`config.mk`:
```
export PLATFORM = sky130hd
export DESIGN_NAME = frmu_device_flat
export DESIGN_NICKNAME = d
export VERILOG_FILES = /design/src/logic/frmu_pkg.sv /design/src/logic/frmu_if.sv /design/src/logic/frmu_device.sv /design/src/flat_wrapper.sv
export SDC_FILE = /design/constraint.sdc
export NUM_CORES = 1
export LEC_CHECK = 0
export BUFFER_PORTS_ARGS = -buffer_cell sky130_fd_sc_hd__buf_2
export CAP_MARGIN = 25
export CELL_PAD_IN_SITES_DETAIL_PLACEMENT = 0
export CELL_PAD_IN_SITES_GLOBAL_PLACEMENT = 1
export CORE_ASPECT_RATIO = 1.75
export CORE_MARGIN = 5
export CORE_UTILIZATION = 41
export CTS_BUF_LIST = sky130_fd_sc_hd__clkbuf_8
export CTS_CLUSTER_SIZE = 40
export DETAILED_ROUTE_END_ITERATION = 8
export PLACE_DENSITY_LB_ADDON = 0.1
export RECOVER_POWER = 100
export SLEW_MARGIN = 0
export SYNTH_ARGS = -nofsm -noshare
export SYNTH_HDL_FRONTEND = slang
export SYNTH_SLANG_ARGS = --single-unit
```
`constraint.sdc`:
```
create_clock -name clk_sys -period 2.5 [get_ports clk_sys]
set_input_delay 0.375 -clock clk_sys [delete_from_list [all_inputs] [get_ports clk_sys]]
set_output_delay 0.375 -clock clk_sys [all_outputs]
set_load 0.01 [all_outputs]
```
`src/logic/frmu_pkg.sv`:
```
// Purpose: shared constants and types for the float register move unit
// Assumes: 32-bit instruction words, low word in [15:0], high word in [31:16]
// Notes:   flag positions in the status word are a local layout
`default_nettype none
package frmu_pkg;
   // opcode low words and bytes
   localparam logic [15:0] OPC_REG_MOVE   = 16'he6c0;
   localparam logic [15:0] OPC_STATUS_LD  = 16'he280;
   localparam logic [7:0]  OPC_FROM_HOST  = 8'hbd;
   localparam logic [7:0]  OPC_TO_HOST    = 8'hbf;
   // field positions for the register move, source and destination in the high word, condition in the low word
   localparam int SRC_LSB   = 19;
   localparam int DST_LSB   = 16;
   localparam int COND_LSB  = 0;
   localparam int ZERO_HI   = 31;
   localparam int ZERO_LO   = 22;
   // location field: bits [7:0] of low word
   localparam int LOC_SRC_LSB = 3;
   // condition codes
   typedef enum logic [3:0] {
      nonzero_cond           = 4'h0,
      zero_cond              = 4'h1,
      positive_cond          = 4'h2,
      nonnegative_cond       = 4'h3,
      negative_cond          = 4'h4,
      nonpositive_cond       = 4'h5,
      test_set_cond          = 4'ha,
      test_clear_cond        = 4'hb,
      underflow_latched_cond = 4'hc,
      overflow_latched_cond  = 4'hd,
      always_cond            = 4'he,
      always_flagging_cond   = 4'hf
   } frmu_cond_t;
   // status word bit positions
   localparam int SB_LVF = 0;
   localparam int SB_LUF = 1;
   localparam int SB_NF  = 2;
   localparam int SB_ZF  = 3;
   localparam int SB_NI  = 4;
   localparam int SB_ZI  = 5;
   localparam int SB_TF  = 6;
   localparam logic [31:0] STATUS_RESET = 32'h0000_0000;
   localparam logic [31:0] WORD_ZERO    = 32'h0000_0000;
   localparam logic [7:0]  EXP_ZERO     = 8'h00;
   // operation kinds
   typedef enum logic [2:0] {
      OP_NONE      = 3'b000,
      OP_REG_MOVE  = 3'b001,
      OP_STATUS_LD = 3'b010,
      OP_FROM_HOST = 3'b011,
      OP_TO_HOST   = 3'b100
   } frmu_op_t;
   // host source selection for copies into the float file
   typedef enum logic [1:0] {
      SRC_AUX  = 2'b00,
      SRC_TEMP = 2'b01,
      SRC_ACC  = 2'b10,
      SRC_PROD = 2'b11
   } frmu_hsrc_t;
   localparam logic [7:0] LOC_TEMP = 8'h08;
   localparam logic [7:0] LOC_ACC  = 8'h09;
   localparam logic [7:0] LOC_PROD = 8'h0a;
   localparam int ALIGN_FROM_HOST = 4;
   localparam int ALIGN_TO_HOST_1 = 1;
   localparam int ALIGN_TO_HOST_2 = 2;
endpackage : frmu_pkg
`default_nettype wire
```
`src/logic/frmu_if.sv`:
```
// Purpose: link between the host core and the float move unit
// Assumes: one clock, issuer keeps the alignment spacing
// Notes:   instruction pulses for one cycle, results are registered
`timescale 1ns/1ps
`default_nettype none
interface frmu_if;
   // instruction issue
   logic        insn_valid;
   logic [31:0] insn_word;
   logic [31:0] memory_operand;
   // host register values offered to the unit
   logic [31:0] aux_val;
   logic [31:0] temp_reg;
   logic [31:0] acc_val;
   logic [31:0] prod_val;
   // unit answer toward the host register file
   logic        host_wr;
   logic [2:0]  host_wr_idx;
   logic [31:0] host_wr_data;
   modport device (input insn_valid, insn_word, memory_operand, aux_val, temp_reg, acc_val, prod_val,
                   output host_wr, host_wr_idx, host_wr_data);
   modport host   (output insn_valid, insn_word, memory_operand, aux_val, temp_reg, acc_val, prod_val,
                   input host_wr, host_wr_idx, host_wr_data);
endinterface : frmu_if
`default_nettype wire

```
`src/logic/frmu_device.sv`:
```
// Purpose: float register file, status word and move decoder
// Assumes: issuer honours alignment spacing and legal condition codes
// Notes:   no interlock; early reads of a fresh register are undefined
//
// Chosen here: the address map and the address-and-strobe port.
`timescale 1ns/1ps
`default_nettype none
module frmu_device (
   // clock and reset
   input  wire logic   clk_sys,
   input  wire logic   sys_rst,
   // link to host core
   frmu_if.device      link,
   // user side observation
   output logic [31:0] status_word,
   output logic        move_taken
);
   typedef struct packed {
      logic [7:0][31:0] fregs;
      logic [31:0]      status;
      logic             taken;
      logic             hwr;
      logic [2:0]       hidx;
      logic [31:0]      hdata;
   } frmu_dev_state_t;

   frmu_dev_state_t state_reg;
   frmu_dev_state_t state_next;

   // condition evaluation against current flags
   function automatic logic cond_true(input logic [3:0] c, input logic [31:0] s);
      logic r;
      r = 1'b0;
      case (frmu_pkg::frmu_cond_t'(c))
         frmu_pkg::nonzero_cond:           r = !s[frmu_pkg::SB_ZF];
         frmu_pkg::zero_cond:              r = s[frmu_pkg::SB_ZF];
         frmu_pkg::positive_cond:          r = !s[frmu_pkg::SB_ZF] && !s[frmu_pkg::SB_NF];
         frmu_pkg::nonnegative_cond:       r = !s[frmu_pkg::SB_NF];
         frmu_pkg::negative_cond:          r = s[frmu_pkg::SB_NF];
         frmu_pkg::nonpositive_cond:       r = s[frmu_pkg::SB_ZF] && s[frmu_pkg::SB_NF];
         frmu_pkg::test_set_cond:          r = s[frmu_pkg::SB_TF];
         frmu_pkg::test_clear_cond:        r = !s[frmu_pkg::SB_TF];
         frmu_pkg::underflow_latched_cond: r = s[frmu_pkg::SB_LUF];
         frmu_pkg::overflow_latched_cond:  r = s[frmu_pkg::SB_LVF];
         frmu_pkg::always_cond:            r = 1'b1;
         frmu_pkg::always_flagging_cond:   r = 1'b1;
         default:                          r = 1'b0;
      endcase
      return r;
   endfunction

   // decode of the instruction word
   function automatic frmu_pkg::frmu_op_t decode(input logic [31:0] w);
      frmu_pkg::frmu_op_t op;
      op = frmu_pkg::OP_NONE;
      // fixed low word, condition nibble in [3:0] left free
      if (w[15:4] == frmu_pkg::OPC_REG_MOVE[15:4]) begin
         op = frmu_pkg::OP_REG_MOVE;
      end else if (w[15:0] == frmu_pkg::OPC_STATUS_LD) begin
         op = frmu_pkg::OP_STATUS_LD;
      end else if (w[15:8] == frmu_pkg::OPC_FROM_HOST) begin
         op = frmu_pkg::OP_FROM_HOST;
      end else if (w[15:8] == frmu_pkg::OPC_TO_HOST) begin
         op = frmu_pkg::OP_TO_HOST;
      end
      return op;
   endfunction

   // next state
   always_comb begin
      logic [2:0]  src;
      logic [2:0]  dst;
      logic [3:0]  cnd;
      logic [31:0] val;
      logic [7:0]  loc;
      src = link.insn_word[frmu_pkg::SRC_LSB +: 3];
      dst = link.insn_word[frmu_pkg::DST_LSB +: 3];
      cnd = link.insn_word[frmu_pkg::COND_LSB +: 4];
      loc = link.insn_word[7:0];
      val = state_reg.fregs[src];
      state_next = state_reg;
      state_next.taken = 1'b0;
      state_next.hwr = 1'b0;
      // no interlock, every issue acts at once
      if (link.insn_valid) begin
         case (decode(link.insn_word))
            frmu_pkg::OP_REG_MOVE: begin
               if (cond_true(cnd, state_reg.status)) begin
                  state_next.fregs[dst] = val;
                  state_next.taken = 1'b1;
               end
               if (cnd == frmu_pkg::always_flagging_cond) begin
                  state_next.status[frmu_pkg::SB_NF] = val[31];
                  state_next.status[frmu_pkg::SB_ZF] = 1'b0;
                  if (val[30:23] == frmu_pkg::EXP_ZERO) begin
                     state_next.status[frmu_pkg::SB_ZF] = 1'b1;
                     state_next.status[frmu_pkg::SB_NF] = 1'b0;
                  end
                  state_next.status[frmu_pkg::SB_NI] = val[31];
                  state_next.status[frmu_pkg::SB_ZI] = (val == frmu_pkg::WORD_ZERO);
               end
            end
            frmu_pkg::OP_STATUS_LD: begin
               state_next.status = link.memory_operand;
            end
            frmu_pkg::OP_FROM_HOST: begin
               // aux source, temp, acc or product
               if (loc == frmu_pkg::LOC_TEMP) begin
                  state_next.fregs[link.insn_word[18:16]] = link.temp_reg;
               end else if (loc == frmu_pkg::LOC_ACC) begin
                  state_next.fregs[link.insn_word[18:16]] = link.acc_val;
               end else if (loc == frmu_pkg::LOC_PROD) begin
                  state_next.fregs[link.insn_word[18:16]] = link.prod_val;
               end else begin
                  state_next.fregs[link.insn_word[18:16]] = link.aux_val;
               end
            end
            frmu_pkg::OP_TO_HOST: begin
               state_next.hwr = 1'b1;
               state_next.hidx = loc[2:0];
               state_next.hdata = state_reg.fregs[link.insn_word[18:16]];
            end
            default: begin
               state_next.taken = 1'b0;
            end
         endcase
      end
   end

   // state register, synchronous reset
   always_ff @(posedge clk_sys) begin
      if (sys_rst) begin
         state_reg <= '0;
      end else begin
         state_reg <= state_next;
      end
   end

   assign link.host_wr      = state_reg.hwr;
   assign link.host_wr_idx  = state_reg.hidx;
   assign link.host_wr_data = state_reg.hdata;
   assign status_word       = state_reg.status;
   assign move_taken        = state_reg.taken;
endmodule : frmu_device
`default_nettype wire

```
`src/flat_wrapper.sv`:
```
// flat-port wrapper written by rule: the top's interface ports become plain ports
module frmu_device_flat 
  (clk_sys, sys_rst, status_word, move_taken, link_insn_valid, link_insn_word, link_memory_operand, link_aux_val, link_temp_reg, link_acc_val, link_prod_val, link_host_wr, link_host_wr_idx, link_host_wr_data);
  frmu_if link_i ();
  input  wire logic clk_sys;
  input  wire logic sys_rst;
  output logic [31:0] status_word;
  output logic move_taken;
  input wire logic [$bits(link_i.insn_valid)-1:0] link_insn_valid;
  input wire logic [$bits(link_i.insn_word)-1:0] link_insn_word;
  input wire logic [$bits(link_i.memory_operand)-1:0] link_memory_operand;
  input wire logic [$bits(link_i.aux_val)-1:0] link_aux_val;
  input wire logic [$bits(link_i.temp_reg)-1:0] link_temp_reg;
  input wire logic [$bits(link_i.acc_val)-1:0] link_acc_val;
  input wire logic [$bits(link_i.prod_val)-1:0] link_prod_val;
  output wire logic [$bits(link_i.host_wr)-1:0] link_host_wr;
  output wire logic [$bits(link_i.host_wr_idx)-1:0] link_host_wr_idx;
  output wire logic [$bits(link_i.host_wr_data)-1:0] link_host_wr_data;
  assign link_i.insn_valid = link_insn_valid;
  assign link_i.insn_word = link_insn_word;
  assign link_i.memory_operand = link_memory_operand;
  assign link_i.aux_val = link_aux_val;
  assign link_i.temp_reg = link_temp_reg;
  assign link_i.acc_val = link_acc_val;
  assign link_i.prod_val = link_prod_val;
  assign link_host_wr = link_i.host_wr;
  assign link_host_wr_idx = link_i.host_wr_idx;
  assign link_host_wr_data = link_i.host_wr_data;
  frmu_device u_core (.clk_sys(clk_sys), .sys_rst(sys_rst), .link(link_i), .status_word(status_word), .move_taken(move_taken));
endmodule
```
==> results.cfg <==
[run_status]
run_status = finished with violations
violations = capacitance limit, slew limit

[critical_path]
worst_path_cell_trace = mux4_2 > a21oi_1 > nand4b_1 > nor4_2 > buf_4 > nand3_1 > a2111oi_2
cp.arrival_ps = 2940
critical_path.n_buffers_inverters = 1
critPathMaxStageDelay_ps = 470
worst_setup_end_kind = flop
path_delay_family = simple AND/OR/NAND/NOR gates
critical_path_class = flop to flop
critPathMaxFanout = 3
crit_required_ps = 3000
worst_path_max_delay_cell = sky130_fd_sc_hd__mux4_2
setup.worst_path.start_class = flop

[yosys]
syn_inst = 1868
synth_top_area_share_pct = 38.11
post_synth_main_area_contributors = sky130_fd_sc_hd__dfxtp_1 (38%), sky130_fd_sc_hd__mux2i_1 (12%), sky130_fd_sc_hd__nand3b_1 (5.7%)
synthesis.yosys.warnings = 0
netlist_area_um2 = 17070
synth.net_count = 2063
synth_most_common_cell = sky130_fd_sc_hd__dfxtp_1
primary_flip_flop_cell_chosen_by_synthesis_mapping = sky130_fd_sc_hd__dfxtp_1
top_cell_type_by_total_area_after_synthesis = sky130_fd_sc_hd__dfxtp_1
sequential_share_of_the_synthesized_area_pct = 38.11
number_of_different_library_cells_in_the_post_synthesis_netlist = 53
synth-edff-count = 0
ys_ff_latch = 325
synth_common_cells = sky130_fd_sc_hd__dfxtp_1 (325), sky130_fd_sc_hd__mux2i_1 (197), sky130_fd_sc_hd__nor2_1 (189), sky130_fd_sc_hd__o21ai_0 (164), sky130_fd_sc_hd__nand2_1 (132)
ys_async_sr_fraction_pct = 0
synthesis.area_per_instance_um2 = 9.139

[power_and_ir_drop]
power-per-cell-area_nw_per_um2 = 502.6
post-layout-total-power_mw = 10.37
max_vdd_drop_mv = 0.4095
cellLeakagePower_nw = 8.643

[global_routing]
grt_remaining_overflow = 0
maximum_number_of_pins_on_one_net_before_global_route_repair = 112
global_route.peak_usage_layer = met2
first_global_vias = 16340
first_pass_grt_wire_length_um = 98100
gr-usage-met1_pct = 29.62
grt_antenna_before_repair = 5
groute.layer.met2.usage_pct = 50.82
globalRouteMet3Util_pct = 3.298
grt.total_usage_pct = 27.77

[cts]
htree_num_levels = 2
clock_insertion_delay_worst_skew_ps = 610
cts.sink_count = 325
cts-buffers-inserted = 51
clock_tree.buffer_depth = 3
tritoncts = yes
worst_setup_hold_path_clk_slew_ps = 60
ctsRootBufferMaster = sky130_fd_sc_hd__clkbuf_8

[floorplanning]
initial_core_util_pct = 41.14
num_io_pins = 264
die_h_um = 279.9
die_area_um2 = 45980
num_rows = 99
core_region_area_um2 = 41500
die_w_um = 164.3

[detailed_routing]
num_vias = 16110
drtIter0Drc = 1170
drt-wirelength-per-cell_um = 24.33
drt-pass1-iter-count = 5
drt-total-wl_um = 66120
route.detailed.vias_per_inst = 5.928
drt_drc_violations_left = 0
postRouteAntennaNets = 0

[cells_and_area]
layout_cells_excl_fill = 2718
fin_nets = 2317
largest_reg_flops = 256
postLayoutCoreUtil_pct = 49.74
area.growth.synth_to_final_pct = 20.90
post_route_cells_drive_above_1_share_pct = 23.59

[place]
placed_cells_incl_taps = 2594
place.gp.congestion = 0.9024
io_buffers = 253
dpl.hpwl_um = 45260
detailedPlace.worstSlack_ps = -607.0

[sta]
rsz0062_at_grt = no
fmax_mhz = 410.5
clock-skew-final_ps = 13.99
final_period_demand_of_the_worst_path_ps = 2436
setup_viol = 0
final.setup.worst_slack_ps = 64.07
worst_max_slew_margin_expressed_relative_to_the_limit_pct = -15.79
totalNegativeSetupSlack_ps = 0
worst_pin_slew_ps = 1737
report.final.hold_viol_count = 0
timing_max_transition_violations_final = 68
post-route-period-util_pct = 97.44

[run]
max-cap-violations = 1

[min_path]
timing.hold.worst.class = input pin to flop
[where the power goes]
| part | internal, mW | switching (mW) | leakage, nW |
|---|---|---|---|
| Clock | 2.19 | 2.13 | 0.581 |
| Combinational | 0.390 | 0.488 | 5.45 |
| Sequential | 5.18 | 0.000779 | 2.62 |
[metal layers]
layer  vias up  share of wire (%)
met5         -                  0
met4         0                7.2
met3       205                4.7
met2       638                 52
met1      7892                 36
li1       7378                  -
[stage by stage]
step	instance area, um^2	hold slack, ps
2_1_floorplan	17070	436.7
4_1_cts	20720	71.80
3_5_place_dp	19480	445.1
6_report	20640	104.1
5_1_grt	20640	114.6
3_3_place_gp	19480	440.3
[worst paths after layout]
| path | from | end | slack [ps] | cells after the start |
|---|---|---|---|---|
| worst max register to register | u_core.state_reg[177]$_SDFFE_PP0P_ | u_core.status_word[5]$_SDFFE_PP0P_ | 60 | 7 |
| worst max-delay path | u_core.state_reg[177]$_SDFFE_PP0P_ | u_core.status_word[5]$_SDFFE_PP0P_ | 60 | 7 |
| worst min-delay path | link_memory_operand[3] | u_core.status_word[3]$_SDFFE_PP0P_ | 100 | 3 |
| worst min register to register | u_core.status_word[21]$_SDFFE_PP0P_ | u_core.status_word[21]$_SDFFE_PP0P_ | 450 | 2 |
[tightest hold or removal path, delay by kind of cell]
kind            cells  cell delay [ps]
compound gates      2              180
buf+inv             1              100
[layout make-up]
class / count / area (um^2)
fill: 4044 / 20860
timing repair buffer: 448 / 3156
multi-input combinational: 1295 / 9316
antenna: 5 / 12.51
clock inverter: 28 / 111.4
inverter: 1 / 3.754
sequential: 325 / 6506
tap: 555 / 694.4
clock buffer: 61 / 839.6
[logic make-up (layout without fill, tap and decap cells)]
| logic type | after synthesis | in the layout | share of synthesized area, % |
|---|---|---|---|
| AOI/OAI and AO/OA | 493 | 493 | 19.98 |
| buffers and inverters | 248 | 538 | 7.747 |
| DFF | 325 | 325 | 38.11 |
| muxes | 259 | 259 | 17.84 |
| other | 0 | 5 | 0 |
| and+or+nand+nor | 543 | 543 | 16.32 |
[timing repair]
action	CTS	global route
pin swaps	0	0
buffers inserted	0	1
hold buffers	28	0
endpoints found under the hold margin	28	0
setup endpoints to repair	1	2
gates cloned	0	1
gates resized for setup	1	4
[placed cells by master, fill, tap and decap left out, drive strengths merged, types with 6 or more instances in the layout]
| cell type | count |
|---|---|
| nor2 | 190 |
| nand4 | 8 |
| nand2b | 27 |
| o22ai | 32 |
| buf | 343 |
| a221oi | 77 |
| nor3 | 9 |
| mux4 | 32 |
| clkbuf | 138 |
| a22oi | 17 |
| a22o | 64 |
| a31oi | 16 |
| inv | 24 |
| and2 | 6 |
| a221o | 16 |
| dfxtp | 325 |
| a21o | 11 |
| mux2 | 30 |
| nand3 | 19 |
| nand3b | 129 |
| a21oi | 57 |
| nand2 | 132 |
| o21ai | 166 |
| a311oi | 32 |
| dlygate4sd3 | 28 |
| mux2i | 197 |
(Power assumes the default switching activity.)
